==> src/rfsc_pkg.sv <==
package rfsc_pkg;

  // ------------------------------------------------------------
  // Register bus
  // ------------------------------------------------------------
  localparam int RFSC_ADDR_WIDTH = 8;
  localparam int RFSC_DATA_WIDTH = 32;

  localparam logic [7:0] RFSC_OFF_SHORT = 8'h00;
  localparam logic [7:0] RFSC_OFF_LONG = 8'h04;
  localparam logic [7:0] RFSC_OFF_PARTIAL = 8'h08;
  localparam logic [7:0] RFSC_OFF_GROUP = 8'h0c;
  localparam logic [7:0] RFSC_OFF_MAX_LEN = 8'h10;
  localparam logic [7:0] RFSC_OFF_STATUS = 8'h14;
  localparam logic [7:0] RFSC_OFF_MASK = 8'h18;

  // ------------------------------------------------------------
  // Counters and events
  // ------------------------------------------------------------
  localparam int RFSC_NUM_COUNTERS = 4;
  localparam int RFSC_COUNT_WIDTH = 16;
  localparam int RFSC_EV_SHORT = 0;
  localparam int RFSC_EV_LONG = 1;
  localparam int RFSC_EV_PARTIAL = 2;
  localparam int RFSC_EV_GROUP = 3;

  localparam logic [7:0] RFSC_CNT_OFFSET [0:3] = '{
    8'h00, 8'h04, 8'h08, 8'h0c
  };

  // ------------------------------------------------------------
  // Frame lengths and reset values
  // ------------------------------------------------------------
  localparam int RFSC_LEN_WIDTH = 16;
  localparam logic [15:0] RFSC_SHORT_LIMIT = 16'h0040;
  localparam logic [15:0] RFSC_MAX_LEN_RESET = 16'h05ee;

  // Status bits 3..0 mark a counter reaching saturation, bit 4 a
  // length error.
  localparam int RFSC_STATUS_WIDTH = 5;
  localparam int RFSC_ST_LEN_ERR = 4;
  localparam logic [4:0] RFSC_STATUS_RESET = 5'h00;
  localparam logic [4:0] RFSC_MASK_RESET = 5'h00;

endpackage

==> src/rfsc_sat_counter.sv <==
module rfsc_sat_counter
  import rfsc_pkg::*;
#(
  parameter int WIDTH = RFSC_COUNT_WIDTH
) (
  input wire logic clock,
  input wire logic rst,
  input wire logic clear,
  input wire logic inc,
  output logic [WIDTH-1:0] count,
  output logic reached_max
);

  localparam logic [WIDTH-1:0] CNT_MAX = {WIDTH{1'b1}};
  localparam logic [WIDTH-1:0] CNT_ONE = {{(WIDTH-1){1'b0}}, 1'b1};

  initial begin
    if (WIDTH < 2 || WIDTH > RFSC_DATA_WIDTH) begin
      $error("rfsc_sat_counter: WIDTH out of range");
    end
  end

  logic [WIDTH-1:0] count_reg;
  logic reached_max_reg;

  // ------------------------------------------------------------
  // Counter
  // ------------------------------------------------------------
  // The clear is tested first so that a write landing with a frame
  // event always leaves zero behind.
  always_ff @(posedge clock) begin
    if (rst) begin
      count_reg <= '0;
    end else if (clear) begin
      count_reg <= '0;
    end else if (inc && count_reg != CNT_MAX) begin
      count_reg <= count_reg + CNT_ONE;
    end
  end

  always_ff @(posedge clock) begin
    if (rst) begin
      reached_max_reg <= 1'b0;
    end else begin
      reached_max_reg <= inc && !clear && count_reg == CNT_MAX - CNT_ONE;
    end
  end

  assign count = count_reg;
  assign reached_max = reached_max_reg;
endmodule

==> src/rfsc_rx_stat_counters.sv <==
// How it works
// - Count frames shorter than 64 bytes.
// - Count frames longer than programmed maximum.
// - Long test strictly greater; maximum itself uncounted.
// - Residual-bit frames never bump long count.
// - Count frames ending with a partial byte.
// - Count frames with a multicast destination.
// - Counters are sixteen bits and saturate.
// - Any write to a counter clears it.
// - Upper sixteen bits read zero; write zeros.
// - Flag length error for short or long.
//
// Implementation choices: the address map and the strobed register port.
module rfsc_rx_stat_counters
  import rfsc_pkg::*;
#(
  parameter int COUNT_WIDTH = RFSC_COUNT_WIDTH
) (
  input wire logic clock,
  input wire logic rst,
  input wire logic [RFSC_ADDR_WIDTH-1:0] addr,
  input wire logic [RFSC_DATA_WIDTH-1:0] wr_data,
  input wire logic wr_strobe,
  input wire logic rd_strobe,
  output logic [RFSC_DATA_WIDTH-1:0] rd_data,
  input wire logic frame_done,
  input wire logic [RFSC_LEN_WIDTH-1:0] frame_length,
  input wire logic frame_residual_bits,
  input wire logic frame_dest_group,
  output logic length_error,
  output logic irq
);

  initial begin
    if (COUNT_WIDTH < 2 || COUNT_WIDTH > RFSC_COUNT_WIDTH) begin
      $error("rfsc_rx_stat_counters: COUNT_WIDTH out of range");
    end
  end

  // ------------------------------------------------------------
  // Address decode
  // ------------------------------------------------------------
  function automatic logic addr_hit(
    input logic [RFSC_ADDR_WIDTH-1:0] a,
    input logic [RFSC_ADDR_WIDTH-1:0] off
  );
    addr_hit = (a == off);
  endfunction

  // ------------------------------------------------------------
  // Declarations
  // ------------------------------------------------------------
  logic [RFSC_NUM_COUNTERS-1:0] event_reg;
  logic [RFSC_NUM_COUNTERS-1:0] clear_vec;
  logic [RFSC_NUM_COUNTERS-1:0] sat_pulse;
  logic [COUNT_WIDTH-1:0] count_arr [0:RFSC_NUM_COUNTERS-1];
  logic [RFSC_LEN_WIDTH-1:0] max_len_reg;
  logic [RFSC_STATUS_WIDTH-1:0] status_reg;
  logic [RFSC_STATUS_WIDTH-1:0] status_next;
  logic [RFSC_STATUS_WIDTH-1:0] status_set;
  logic [RFSC_STATUS_WIDTH-1:0] mask_reg;
  logic [RFSC_DATA_WIDTH-1:0] rd_data_reg;
  logic [RFSC_DATA_WIDTH-1:0] rd_data_next;
  logic length_error_reg;
  logic irq_reg;
  logic frame_short;
  logic frame_over;

  // ------------------------------------------------------------
  // Frame classification
  // ------------------------------------------------------------
  // The receive path delivers the frame's verdict in one cycle at
  // its end, so each frame yields at most one pulse per counter.
  assign frame_short = frame_length < RFSC_SHORT_LIMIT;
  assign frame_over = frame_length > max_len_reg;

  always_ff @(posedge clock) begin
    if (rst) begin
      event_reg <= '0;
    end else begin
      event_reg[RFSC_EV_SHORT] <= frame_done && frame_short;
      // A frame with residual bits is booked as partial, never as long.
      event_reg[RFSC_EV_LONG] <= frame_done && frame_over
                                 && !frame_residual_bits;
      event_reg[RFSC_EV_PARTIAL] <= frame_done
                                    && frame_residual_bits;
      event_reg[RFSC_EV_GROUP] <= frame_done && frame_dest_group;
    end
  end

  always_ff @(posedge clock) begin
    if (rst) begin
      length_error_reg <= 1'b0;
    end else begin
      length_error_reg <= frame_done && (frame_short || frame_over);
    end
  end

  // ------------------------------------------------------------
  // Counters
  // ------------------------------------------------------------
  generate
    for (genvar i = 0; i < RFSC_NUM_COUNTERS; i++) begin : g_cnt
      assign clear_vec[i] = wr_strobe
                            && addr_hit(addr, RFSC_CNT_OFFSET[i]);
      rfsc_sat_counter #(
        .WIDTH(COUNT_WIDTH)
      ) u_cnt (
        .clock(clock),
        .rst(rst),
        .clear(clear_vec[i]),
        .inc(event_reg[i]),
        .count(count_arr[i]),
        .reached_max(sat_pulse[i])
      );
    end
  endgenerate

  // ------------------------------------------------------------
  // Settings registers
  // ------------------------------------------------------------
  always_ff @(posedge clock) begin
    if (rst) begin
      max_len_reg <= RFSC_MAX_LEN_RESET;
    end else if (wr_strobe && addr_hit(addr, RFSC_OFF_MAX_LEN)) begin
      max_len_reg <= wr_data[RFSC_LEN_WIDTH-1:0];
    end
  end

  always_ff @(posedge clock) begin
    if (rst) begin
      mask_reg <= RFSC_MASK_RESET;
    end else if (wr_strobe && addr_hit(addr, RFSC_OFF_MASK)) begin
      mask_reg <= wr_data[RFSC_STATUS_WIDTH-1:0];
    end
  end

  // ------------------------------------------------------------
  // Interrupt status
  // ------------------------------------------------------------
  // A read clears the status, but an event in that same cycle is
  // kept so that software never misses it.
  always_comb begin
    status_set = {length_error_reg, sat_pulse};
    if (rd_strobe && addr_hit(addr, RFSC_OFF_STATUS)) begin
      status_next = status_set;
    end else begin
      status_next = status_reg | status_set;
    end
  end

  always_ff @(posedge clock) begin
    if (rst) begin
      status_reg <= RFSC_STATUS_RESET;
    end else begin
      status_reg <= status_next;
    end
  end

  always_ff @(posedge clock) begin
    if (rst) begin
      irq_reg <= 1'b0;
    end else begin
      // A mask write is seen in the same edge, so the line never lags
      // the unmasked status by a cycle.
      if (wr_strobe && addr_hit(addr, RFSC_OFF_MASK)) begin
        irq_reg <= |(status_next & wr_data[RFSC_STATUS_WIDTH-1:0]);
      end else begin
        irq_reg <= |(status_next & mask_reg);
      end
    end
  end

  // ------------------------------------------------------------
  // Read data
  // ------------------------------------------------------------
  // Data stands only in the cycle after the read strobe; at every
  // other time the port reads zero.
  always_comb begin
    rd_data_next = '0;
    if (rd_strobe) begin
      for (int k = 0; k < RFSC_NUM_COUNTERS; k++) begin
        if (addr_hit(addr, RFSC_CNT_OFFSET[k])) begin
          rd_data_next[COUNT_WIDTH-1:0] = count_arr[k];
        end
      end
      if (addr_hit(addr, RFSC_OFF_MAX_LEN)) begin
        rd_data_next[RFSC_LEN_WIDTH-1:0] = max_len_reg;
      end
      if (addr_hit(addr, RFSC_OFF_STATUS)) begin
        rd_data_next[RFSC_STATUS_WIDTH-1:0] = status_reg;
      end
      if (addr_hit(addr, RFSC_OFF_MASK)) begin
        rd_data_next[RFSC_STATUS_WIDTH-1:0] = mask_reg;
      end
    end
  end

  always_ff @(posedge clock) begin
    if (rst) begin
      rd_data_reg <= '0;
    end else begin
      rd_data_reg <= rd_data_next;
    end
  end

  assign rd_data = rd_data_reg;
  assign length_error = length_error_reg;
  assign irq = irq_reg;
endmodule

==> config.mk <==
export PLATFORM = sky130hd
export DESIGN_NAME = rfsc_rx_stat_counters
export DESIGN_NICKNAME = d
export VERILOG_FILES = /design/src/rfsc_pkg.sv /design/src/rfsc_sat_counter.sv /design/src/rfsc_rx_stat_counters.sv
export SDC_FILE = /design/constraint.sdc
export NUM_CORES = 1
export LEC_CHECK = 0
export BUFFER_PORTS_ARGS = -buffer_cell sky130_fd_sc_hd__buf_4
export CORE_MARGIN = 2
export CORE_UTILIZATION = 25
export CTS_BUF_LIST = sky130_fd_sc_hd__clkbuf_4
export DETAILED_ROUTE_END_ITERATION = 8
export PLACE_DENSITY = 0.51
export SYNTH_ARGS = -nofsm -noshare
export SYNTH_HDL_FRONTEND = slang
export SYNTH_SLANG_ARGS = --single-unit
export TNS_END_PERCENT = 50
==> constraint.sdc <==
create_clock -name clock -period 2.52 [get_ports clock]
set_clock_uncertainty 0.2 [all_clocks]
set_input_delay 0.126 -clock clock [delete_from_list [all_inputs] [get_ports clock]]
set_output_delay 0.126 -clock clock [all_outputs]
set_load 0.005 [all_outputs]
After elaboration in Yosys (flattened, before gate mapping)
Index checks and enable logic that the tools add are counted.

cells by class
  add/sub/neg operators = 4
  order comparisons = 2
  equal/unequal tests = 14
  muxes and demuxes = 9
  bitwise operators = 4
  reductions and logical operators = 39

operators with widths
  operator                                                                        count
  16-bit two-way mux                                                              5
  16-bit by 1-bit adder with 16-bit output (second input constant)                4
  16-bit == test (second input constant)                                          4
  16-bit inequality test (second input constant)                                  4
  1-bit logical AND                                                               25
  8-bit by 5-bit == test with 1-bit output (second input constant)                3
  8-bit by 4-bit == test with 1-bit output (second input constant)                2
  16-bit > comparator                                                             1
  16-bit by 7-bit less-than comparator with 1-bit output (second input constant)  1
  5-bit two-way mux                                                               3
  5-bit bitwise AND                                                               2
  2-bit OR reduction                                                              5
  5-bit OR reduction                                                              2
  8-bit by 3-bit == test with 1-bit output (second input constant)                1
  8-bit zero test                                                                 1
  1-bit zero test                                                                 5
  5-bit OR                                                                        1
  1-bit logical OR                                                                1
  1-bit two-way mux                                                               1
  1-bit NOT                                                                       1

storage, ports and cells
  register bits after elaboration = 132
  bits of input ports = 63
  logic and storage cells = 88

Logic depth before layout (Yosys ltp)
Gate-level depths: netlist of run 1.

  depth in word-level cells = 8
  depth in mapped cells = 8

Hierarchy
A second synthesis of run 1 with hierarchy kept.

unflattened totals
  cell total of the unflattened synthesis = 746
  area total of the unflattened synthesis = 6,570.1 um2

modules (own cells, without submodules)
  module                 instances  cells an instance  area an instance (um2)  seq. area each (um2)
  rfsc_sat_counter       4          103                913.4                   340.3
  rfsc_rx_stat_counters  1          334                2,916.5                 960.9

Worst setup path after synthesis of run 1
No wires, ideal clock.

  path type = reg-to-reg
  start = reg g_cnt[3].u_cnt.count_reg[0]
  end = reg g_cnt[3].u_cnt.count_reg[0]
  setup time = 126 ps
  arrival = 1,612 ps
  data required time = 2,194 ps
  path slack = 582 ps
  cell stages (with the launch flop) = 7
  buffers on the path = 0
  period minus slack after synthesis = 1,938 ps
  path through = dfxtp_1 ha_1 inv_1 nor4_2 a21boi_0 xnor2_1 nor2_1

on the way
  cells in the longest elaborated chain, start to end = 2

ends and longest elaborated chain
  what                                                                                              line                    source
  from (decl)                                                                                       rfsc_sat_counter.sv:23  logic [WIDTH-1:0] count_reg;
  from (signal assigned)                                                                            rfsc_sat_counter.sv:37  count_reg <= count_reg + CNT_ONE;
  parallel branches: the longest is 2 deep, another holds 16-bit by 1-bit adder with 16-bit output  -

Several ways; the timed one is not identified.
A chain may end at the register's enable or synchronous reset.

Worst setup path in the final report of run 1
  start = in addr[2]
  end = reg rd_data_reg[3], in the netlist rd_data[3]

on the way
  cells in the longest elaborated chain, start to end = 8

ends and longest elaborated chain
  what                              line                          source
  from (decl)                       rfsc_rx_stat_counters.sv:21   input wire logic [RFSC_ADDR_WIDTH-1:0] addr,
  8-bit zero test                   rfsc_rx_stat_counters.sv:47   addr_hit = (a == off);
  16-bit two-way mux (4 in series)  rfsc_rx_stat_counters.sv:183  if (addr_hit(addr, RFSC_CNT_OFFSET[k])) begin
  16-bit two-way mux                rfsc_rx_stat_counters.sv:187  if (addr_hit(addr, RFSC_OFF_MAX_LEN)) begin
  5-bit two-way mux                 rfsc_rx_stat_counters.sv:190  if (addr_hit(addr, RFSC_OFF_STATUS)) begin
  5-bit two-way mux (*)             rfsc_rx_stat_counters.sv:193  if (addr_hit(addr, RFSC_OFF_MASK)) begin
  to (signal assigned)              rfsc_rx_stat_counters.sv:203  rd_data_reg <= rd_data_next;
  to (decl)                         rfsc_rx_stat_counters.sv:62   logic [RFSC_DATA_WIDTH-1:0] rd_data_reg;

Every way passes the cells marked *; elsewhere a longest branch is shown, timed or not.

==> results.sh, run 1 <==
export IMPL_slowest_delay_ps=570
export IMPL_path_common_cell="dlygate4sd3_1"
export IMPL_grt_pass1_vias=5520
export IMPL_worstReg2RegStart="max_len_reg[5]"
export IMPL_vias=5773
export IMPL_worstPathMaxFanout=15
export IMPL_wl_per_cell_um=15.35
export IMPL_dieArea_um2=25930
export IMPL_yosysWarnings=0
export IMPL_synth_top_area_share_pct=37.68
export IMPL_p_leak_nw=2.920
export IMPL_synth_most_common_cell="dfxtp_1"
export IMPL_grt_overflow_total=0
export IMPL_initial_core_util_pct=25.42
export IMPL_clkTransAtPathRegs_ps=110
export IMPL_yosys_top_cells_area="dfxtp_1, xnor2_1, nor2_1, ha_1, nand2_1"
export IMPL_synthSimpleGateAreaFrac_pct=25.05
export IMPL_grt_first_pass_wirelength_mm=29.50
export IMPL_pin_count=97
export IMPL_synth_compound_area_share_pct=16.48
export IMPL_hp_start="addr[7]"
export IMPL_grt_max_degree=27
export IMPL_vias_per_cell=4.771
export IMPL_period_share_pct=97.20
export IMPL_layout_nets=962
export IMPL_min_path_type="in -> reg"
export IMPL_setup_viol=0
export IMPL_drt_total_wl_mm=18.57
export IMPL_slew_headroom_pct=59.70
export IMPL_whs_path_depth=6
export IMPL_place_area_um2=7003
export IMPL_synth_seq_cells=116
export IMPL_synth_avg_cell_area_um2=8.196
export IMPL_drcViolationCount=0
export IMPL_h_tree_depth=4
export IMPL_power_mw=3.525
export IMPL_ys_flop_type="dfxtp_1"
export IMPL_synth_commonest_cells="dfxtp_1, nor2_1, nand2_1"
export IMPL_synth_cell_type_count=49
export IMPL_numCtsBuffers=17
export IMPL_synth_top_family_by_area="simple AND/OR/NAND/NOR gates"
export IMPL_seq_area_frac_synth_pct=37.68
export IMPL_synth_xor_area_share_pct=7.531
export IMPL_die_height_um=161.0
export IMPL_gp_congestion=0.8524
export IMPL_critPathArrivalTime_ps=2700
export IMPL_muxShareOfSynthArea_pct=1.624
export IMPL_min_period_ps=2449
export IMPL_clock_latency_ps=560
export IMPL_hold_end="status_reg[3]"
export IMPL_rows=57
export IMPL_end_kind="flip-flop"
export IMPL_cp_slowest_cell="dlygate4sd3_1"
export IMPL_drt_iter0_drc=561
export IMPL_ff2ff_path_depth=8
export IMPL_area_delta_synth_final_pct=27.34
export IMPL_detail_route_first_pass_iterations=5
export IMPL_mappedNetlistArea_um2=6163
export IMPL_clk_path_buf_depth=2
export IMPL_crit_path_start_kind="input port"
export IMPL_maxCapViolations=0
export IMPL_drive_gt1_share_pct=14.12
export IMPL_grtUsageTotal_pct=14.51
export IMPL_cp_required_ps=2770
export IMPL_peakVddDrop_mv=0.2228
export IMPL_cpLargestDelayFamily="buffers and inverters"
export IMPL_io_buffers=64
export IMPL_rsz0062_at_grt="true"
export IMPL_core_area_um2=24250
export IMPL_ant_nets=0
export IMPL_r2r_end="event_reg[1]"
export IMPL_power_density_nw_per_um2=449.1
export IMPL_synth_fa_ha_area_share_pct=4.872
export IMPL_cts_sinks=116
export IMPL_fmax_ghz=0.4083
export IMPL_final_area_um2=7849
export IMPL_antenna_found_initial=1
export IMPL_finish_utilization_pct=32.37
export IMPL_largest_register_ffs=64
export IMPL_rrSetupSlack_ps=90
export IMPL_syn_inst=752
export IMPL_crit_chain="dlygate4sd3_1 > buf_4 > nor4b_4 > dlygate4sd3_1 > buf_4 > nand2_1 > o221ai_1 > a21oi_1 > dlygate4sd3_1"
export IMPL_synth_edf_count=0
export IMPL_cts_tree="done"
export IMPL_status="complete, no violations"
export IMPL_die_width_um=161.0
export IMPL_path_buf_inv=5
export IMPL_clock_root_buffer="clkbuf_4"
export IMPL_dp_hpwl_mm=13.75
export IMPL_crit_type="in -> reg"
export IMPL_synthArstFlopShare_pct=0
export IMPL_drv_slew=0
export IMPL_worst_pin_slew_ps=599.9
export IMPL_hold_viol=0
export IMPL_synth_top_cell_by_area="dfxtp_1"
report_power, final:
part	internal, mW	switching (mW)
clock network	0.655	0.737
registers	1.84	0.0142
logic	0.138	0.138
total	2.64	0.889
worst reg2reg max path, stage by stage, from the launching register on:
cell	delay [ps]
dfxtp_1	380
inv_1	80
ha_1	290
a21o_1	160
a21o_1	170
a21o_1	160
dlygate4sd3_1	580
a2bb2oi_2	200
a31oi_1	100
through the flow:
step           setup WS (ps)  cells  setup TNS (ps)  hold WS [ps]
2_1_floorplan          581.7    767               0         60.10
3_3_place_gp           422.6   1127               0         156.8
3_5_place_dp           407.0   1127               0         163.9
4_1_cts                56.52   1208               0         10.71
5_1_grt               -8.860   1210          -9.715         50.40
6_report               70.53   1210               0         60.15
worst max path at each step:
stage,from,end,depth (start not counted)
floorplan,g_cnt[3].u_cnt.count[0],g_cnt[3].u_cnt.count[0],6
global placement,addr[7],irq,7
detailed placement,addr[7],irq,7
CTS,addr[0],mask_reg[0],10
global route,addr[2],mask_reg[0],10
finish,addr[2],rd_data[3],9
logic make-up (layout without fill, tap and decap cells):
family          count (synthesis)  after routing
mux                            10             10
xor+xnor                       53             53
other cells                     1             17
flops                         116            116
simple gates                  308            308
compound gates                153            153
fa+ha+maj                      24             24
buf+inv                        87            205
repair_timing:
item / 4_1_cts / 5_1_grt
buffers inserted: 0 / 1
hold buffers: 52 / 0
gates resized for setup: 0 / 9
hold endpoints to repair: 57 / 0
endpoints found under the setup margin: 0 / 14
area by class of cell:
cell class	count	area [um^2]
clock inverter	12	141.4
sequential	116	2322
clock buffer	17	127.6
fill	2621	16400
tap	324	405.4
antenna	1	2.502
timing repair buffer	139	1181
multi-input combinational	564	3530
inverter	37	138.9
placed cells by master, fill, tap and decap left out, types with 3 or more instances in the layout:
cell type      synthesis  final
a211oi_1              13     13
a21o_1                 9      9
a21oi_1               35     35
a22oi_1               20     20
a311oi_1               3      3
a31oi_1               21     21
and2_1                 3      3
and3_1                19     19
and4_1                11     11
buf_4                 20     85
bufinv_16              0      3
clkbuf_4               0     17
clkinv_1               0      4
clkinvlp_4             0      3
conb_1                 1     16
dfxtp_1              116    116
dlygate4sd3_1          0     52
ha_1                  24     24
inv_1                 37     37
mux2i_1               10     10
nand2_1               77     76
nand3_1               31     30
nand4_1               18     18
nor2_1                88     88
nor2b_1                7      7
nor3_1                22     20
nor4_1                13     12
nor4b_1                4      4
o211ai_1              17     17
o21a_1                 3      3
o21ai_0               17     17
o221ai_1               5      5
or3_1                  5      5
xnor2_1               42     42
xor2_1                11     11
per-layer routing:
| metal | vias to the layer above | track usage, % | routed length (um) | part of all wire [%] |
|---|---|---|---|---|
| met1 | 2698 | 19.11 | 8675 | 47 |
| met3 | 26 | 2.722 | 751 | 4.0 |
| met2 | 138 | 23.76 | 8777 | 47 |
| li1 | 2911 | - | - | - |
| met4 | 0 | 5.235 | 368 | 2.0 |
| met5 | - | 0 | 0 | 0 |
Power figures use the tool's default switching activity.
==> run 2: changes to the inputs <==
==> constraint.sdc (replaced) <==
create_clock -name clock -period 2.4 [get_ports clock]
set_clock_uncertainty 0.2 [all_clocks]
set_input_delay 0.12 -clock clock [delete_from_list [all_inputs] [get_ports clock]]
set_output_delay 0.12 -clock clock [all_outputs]
set_load 0.005 [all_outputs]
==> results.sh, run 2 (synthesis gave the netlist of run 1 again) <==
export IMPL_whs_path_depth=5
export IMPL_grt_pass1_vias=5475
export IMPL_status="complete, no violations"
export IMPL_worstPathMaxFanout=11
export IMPL_detail_route_first_pass_iterations=5
export IMPL_ff2ff_path_depth=8
export IMPL_cts_sinks=116
export IMPL_drt_iter0_drc=459
export IMPL_dieArea_um2=25930
export IMPL_drt_total_wl_mm=18.44
export IMPL_placed_cells=1131
export IMPL_path_buf_inv=6
export IMPL_numCtsBuffers=17
export IMPL_min_period_ps=2311
export IMPL_period_share_pct=96.28
export IMPL_h_tree_depth=4
export IMPL_slew_headroom_pct=64.20
export IMPL_drv_slew=0
export IMPL_p_leak_nw=2.952
export IMPL_grt_first_pass_wirelength_mm=29.19
export IMPL_path_common_cell="buf_4"
export IMPL_critPathArrivalTime_ps=2570
export IMPL_core_area_um2=24250
export IMPL_gp_congestion=0.8288
export IMPL_io_buffers=64
export IMPL_clkTransAtPathRegs_ps=120
export IMPL_pin_count=97
export IMPL_rows=57
export IMPL_cp_slowest_cell="dlygate4sd3_1"
export IMPL_clock_latency_ps=560
export IMPL_worstReg2RegStart="max_len_reg[9]"
export IMPL_hp_start="addr[3]"
export IMPL_largest_register_ffs=64
export IMPL_crit_type="in -> reg"
export IMPL_timing_setup_tns_ps=0
export IMPL_r2r_end="length_error"
export IMPL_dp_hpwl_mm=13.72
export IMPL_hold_viol=0
export IMPL_hold_end="rd_data[0]"
export IMPL_grtUsageTotal_pct=14.31
export IMPL_n_fill_cell=2587
export IMPL_min_path_type="in -> reg"
export IMPL_vias_per_cell=4.752
export IMPL_wl_per_cell_um=15.13
export IMPL_drcViolationCount=0
export IMPL_final_common_cell="dfxtp_1"
export IMPL_vias=5793
export IMPL_antenna_found_initial=1
export IMPL_layout_nets=969
export IMPL_crit_path_start_kind="input port"
export IMPL_die_width_um=161.0
export IMPL_cp_required_ps=2660
export IMPL_crit_chain="buf_4 > nor4b_4 > buf_6 > buf_4 > nand4_2 > dlygate4sd3_1 > buf_4 > mux2i_1 > nor2_1 > dlygate4sd3_1"
export IMPL_maxCapViolations=0
export IMPL_end_kind="flip-flop"
export IMPL_rsz0062_at_grt="false"
export IMPL_cpLargestDelayFamily="buffers and inverters"
export IMPL_post_cts_setup_buffers=0
export IMPL_cts_tree="done"
export IMPL_clock_root_buffer="clkbuf_4"
export IMPL_die_height_um=161.0
export IMPL_ant_nets=0
export IMPL_area_delta_synth_final_pct=28.52
export IMPL_drive_gt1_share_pct=14.77
export IMPL_slowest_delay_ps=610
export IMPL_layout_common_cells="dfxtp_1, nor2_1, buf_4, nand2_1, dlygate4sd3_1"
export IMPL_initial_core_util_pct=25.42
export IMPL_hold_ws_ps=24.82
export IMPL_power_density_nw_per_um2=475.1
export IMPL_worst_pin_slew_ps=532.1
export IMPL_peakVddDrop_mv=0.2658
export IMPL_grt_max_degree=27
export IMPL_setup_viol=0
export IMPL_rrSetupSlack_ps=100
export IMPL_fin_cells=1219
export IMPL_grt_overflow_total=0
export IMPL_fmax_ghz=0.4328
export IMPL_clk_path_buf_depth=2
==> run 2: worst max path at each step <==
| stage | to | cells past startpoint | start |
|---|---|---|---|
| final | mask_reg[2] | 10 | addr[7] |
| after global routing | length_error | 8 | max_len_reg[9] |
| after CTS | max_len_reg[9] | 10 | addr[7] |
| after detailed placement | irq | 7 | addr[7] |
| after global placement | irq | 7 | addr[7] |
| after floorplan | g_cnt[3].u_cnt.count[0] | 6 | g_cnt[3].u_cnt.count[0] |
==> run 2: metrics by stage <==
step / instance area (um^2) / util (%) / total power [mW] / setup slack [ps]
after floorplan: 6220 / - / 2.123 / 461.7
final: 7921 / 32.67 / 3.763 / 89.34
after detailed placement: 7033 / 29.00 / 2.230 / 318.5
after global placement: 7033 / 29.00 / 2.229 / 354.9
after global routing: 7921 / 32.67 / 3.931 / 3.427
after CTS: 7878 / 32.49 / 3.809 / 53.36
==> run 2: metal layers <==
layer  global-route usage (%)  routed length, um
met3                    2.799                633
met2                    23.43               8788
met4                    5.357                402
met1                    18.69               8618
met5                        0                  0
==> run 2: what timing repair did <==
action	4_1_cts	5_1_grt
endpoints found under the setup margin	0	6
hold buffers	55	2
resized for setup	0	8
endpoints found under the hold margin	76	2
==> run 2: worst register-to-register path: stages (launching register included) <==
cell and delay [ps]:
dfxtp_1 420, inv_1 70, ha_1 290, nand4_1 170, nor3_2 220, a21oi_1 110, dlygate4sd3_1 560, nor2_1 100
a31oi_1 50
==> run 2: power breakdown <==
| part | switching, mW | internal [mW] | total, mW |
|---|---|---|---|
| clock network | 0.791 | 0.727 | 1.52 |
| logic | 0.147 | 0.150 | 0.297 |
| registers | 0.0133 | 1.93 | 1.95 |
==> run 2: area by class of cell <==
class | count | area, um^2 | area share (%)
Sequential cell | 116 | 2323 | 29.33
Clock inverter | 13 | 158.9 | 2.006
Inverter | 37 | 138.9 | 1.753
Clock buffer | 18 | 135.1 | 1.706
Antenna cell | 1 | 2.502 | 0.03159
Tap cell | 324 | 405.4 | 5.118
Multi-Input combinational cell | 564 | 3506 | 44.26
Timing Repair Buffer | 146 | 1251 | 15.80
==> run 3: changes to the inputs <==
--- a/config.mk
+++ b/config.mk
@@ -10,8 +10,9 @@
 export CORE_UTILIZATION = 25
 export CTS_BUF_LIST = sky130_fd_sc_hd__clkbuf_4
 export DETAILED_ROUTE_END_ITERATION = 8
-export PLACE_DENSITY = 0.51
+export PLACE_DENSITY = 0.5
 export SYNTH_ARGS = -nofsm -noshare
 export SYNTH_HDL_FRONTEND = slang
+export SYNTH_HIERARCHICAL = 1
 export SYNTH_SLANG_ARGS = --single-unit
 export TNS_END_PERCENT = 50
==> results.sh, run 3 <==
export IMPL_cts_tree="done"
export IMPL_die_width_um=166.1
export IMPL_crit_type="in -> reg"
export IMPL_clkTransAtPathRegs_ps=100
export IMPL_gp_congestion=0.8233
export IMPL_synth_seq_cells=116
export IMPL_largest_register_ffs=64
export IMPL_drcViolationCount=0
export IMPL_synth_top_area_share_pct=35.35
export IMPL_dieArea_um2=27590
export IMPL_synth_cell_type_count=59
export IMPL_slowest_delay_ps=570
export IMPL_timing_setup_tns_ps=0
export IMPL_detail_route_first_pass_iterations=5
export IMPL_pin_count=97
export IMPL_clock_root_buffer="clkbuf_4"
export IMPL_synth_avg_cell_area_um2=8.807
export IMPL_drive_gt1_share_pct=19.43
export IMPL_mappedNetlistArea_um2=6570
export IMPL_numCtsBuffers=17
export IMPL_hold_viol=0
export IMPL_die_height_um=166.1
export IMPL_min_path_type="in -> reg"
export IMPL_yosysWarnings=6
export IMPL_initial_core_util_pct=25.36
export IMPL_path_common_cell="dlygate4sd3_1"
export IMPL_grt_overflow_total=0
export IMPL_cpLargestDelayFamily="buffers and inverters"
export IMPL_worstPathMaxFanout=21
export IMPL_h_tree_depth=4
export IMPL_crit_chain="dlygate4sd3_1 > buf_6 > nand4_1 > buf_4 > mux2i_1 > dlygate4sd3_1 > nor2_1 > dlygate4sd3_1"
export IMPL_setup_viol=0
export IMPL_seq_area_frac_synth_pct=35.35
export IMPL_final_common_cell="dfxtp_1"
export IMPL_drv_slew=0
export IMPL_crit_path_start_kind="input port"
export IMPL_grtUsageTotal_pct=15.04
export IMPL_yosys_top_cells_area="dfxtp_1, ha_1, a21oi_1, mux2i_1, o21ai_0"
export IMPL_power_density_nw_per_um2=419.1
export IMPL_synth_top_cell_by_area="dfxtp_1"
export IMPL_path_buf_inv=5
export IMPL_clk_path_buf_depth=2
export IMPL_rows=59
export IMPL_hold_ws_ps=11.99
export IMPL_grt_max_degree=36
export IMPL_placed_cells=1135
export IMPL_end_kind="flip-flop"
export IMPL_min_period_ps=2317
export IMPL_ant_nets=0
export IMPL_io_buffers=64
export IMPL_syn_inst=746
export IMPL_core_area_um2=25910
export IMPL_fin_cells=1243
export IMPL_maxCapViolations=0
export IMPL_antenna_found_initial=2
export IMPL_vias_per_cell=5.119
export IMPL_synth_most_common_cell="dfxtp_1"
export IMPL_grt_first_pass_wirelength_mm=33.18
export IMPL_ys_flop_type="dfxtp_1"
export IMPL_layout_nets=980
export IMPL_clock_latency_ps=530
export IMPL_wl_per_cell_um=16.81
export IMPL_cp_slowest_cell="dlygate4sd3_1"
export IMPL_synthArstFlopShare_pct=0
export IMPL_period_share_pct=96.52
export IMPL_synth_commonest_cells="dfxtp_1, nand2_1, a21oi_1"
export IMPL_cts_sinks=116
export IMPL_cp_required_ps=2610
export IMPL_rsz0062_at_grt="false"
export IMPL_slew_headroom_pct=49.83
export IMPL_synth_edf_count=0
export IMPL_dp_hpwl_mm=15.15
export IMPL_vias=6363
export IMPL_layout_common_cells="dfxtp_1, buf_4, dlygate4sd3_1, nand2_1, a21oi_1"
export IMPL_p_leak_nw=3.254
export IMPL_drt_total_wl_mm=20.90
export IMPL_area_delta_synth_final_pct=27.65
export IMPL_critPathArrivalTime_ps=2530
export IMPL_drt_iter0_drc=493
export IMPL_fmax_ghz=0.4317
export IMPL_status="complete, no violations"
export IMPL_worst_pin_slew_ps=749.7
export IMPL_grt_pass1_vias=6161
export IMPL_peakVddDrop_mv=0.2464
==> run 3: changes by cell type after synthesis, moves of 14 or more <==
cell,before,now
xnor2_1,42,0
nand2_1,77,62
a21oi_1,35,57
o211ai_1,17,1
and3_2,0,20
mux2i_1,10,27
o21ai_0,17,52
nor3_1,22,8
nor2_1,88,40
nand4_1,18,33
==> run 3: metrics by stage <==
step | power (mW) | setup slack [ps] | utilization (%) | cell area [um^2]
2_1_floorplan | 2.125 | 292.3 | - | 6626
3_3_place_gp | 2.230 | 180.7 | 28.55 | 7397
3_5_place_dp | 2.230 | 199.7 | 28.55 | 7397
4_1_cts | 3.553 | 25.56 | 32.28 | 8363
5_1_grt | 3.672 | 6.058 | 32.37 | 8387
6_report | 3.515 | 83.46 | 32.37 | 8387
==> run 3: what timing repair did <==
action                     CTS  global route
hold buffers                73             1
hold endpoints to repair    55             1
setup endpoints to repair    0             4
setup buffers                0             1
gates resized for setup      0             3
==> run 3: power breakdown <==
part / switching, mW / internal [mW] / leakage, nW
combinational: 0.153 / 0.147 / 2.19
clock: 0.762 / 0.511 / 0.128
sequential: 0.0107 / 1.93 / 0.935
==> run 3: worst reg2reg max path: cells and delay by family, from the launching register on <==
family / cells / cell delay, ps
buffers and inverters: 3 / 680
adder cells (fa/ha/maj): 1 / 290
AND/OR/NAND/NOR: 1 / 190
AO/OA/AOI/OAI: 2 / 440
flip-flops: 1 / 390
==> run 3: cell families (layout without fill, tap and decap cells) <==
group	Yosys count	after routing	share of synthesized area, %
and+or+nand+nor	285	285	26.79
AOI/OAI and AO/OA	213	213	21.65
DFF	116	116	35.35
buffers and inverters	76	221	6.094
muxes	31	31	5.485
adders and majority gates	24	24	4.571
other	1	18	0.05708
==> run 3: final timing paths <==
path / start / to / slack, ps / cells past startpoint
max: wr_strobe / mask_reg[2] / 80 / 8
min: addr[5] / mask_reg[0] / 10 / 6
max reg2reg: max_len_reg[2] / event_reg[1] / 120 / 7
min reg2reg: max_len_reg[13] / max_len_reg[13] / 300 / 2
==> run 3: area by class of cell <==
class,count,area (um^2)
antenna,2,5.005
fill,2704,17520
multi-input combinational,569,3909
timing repair buffer,156,1373
sequential,116,2322
clock buffer,19,142.6
clock inverter,13,92.59
tap,335,419.2
inverter,33,123.9
==> run 3: routing by layer <==
| metal | part of all wire, % | wire length, um | GRT usage [%] |
|---|---|---|---|
| met1 | 47 | 9719 | 19.74 |
| met3 | 4.3 | 893 | 3.003 |
| met4 | 1.2 | 244 | 4.121 |
| met5 | 0 | 0 | 0 |
| met2 | 48 | 10040 | 25.17 |
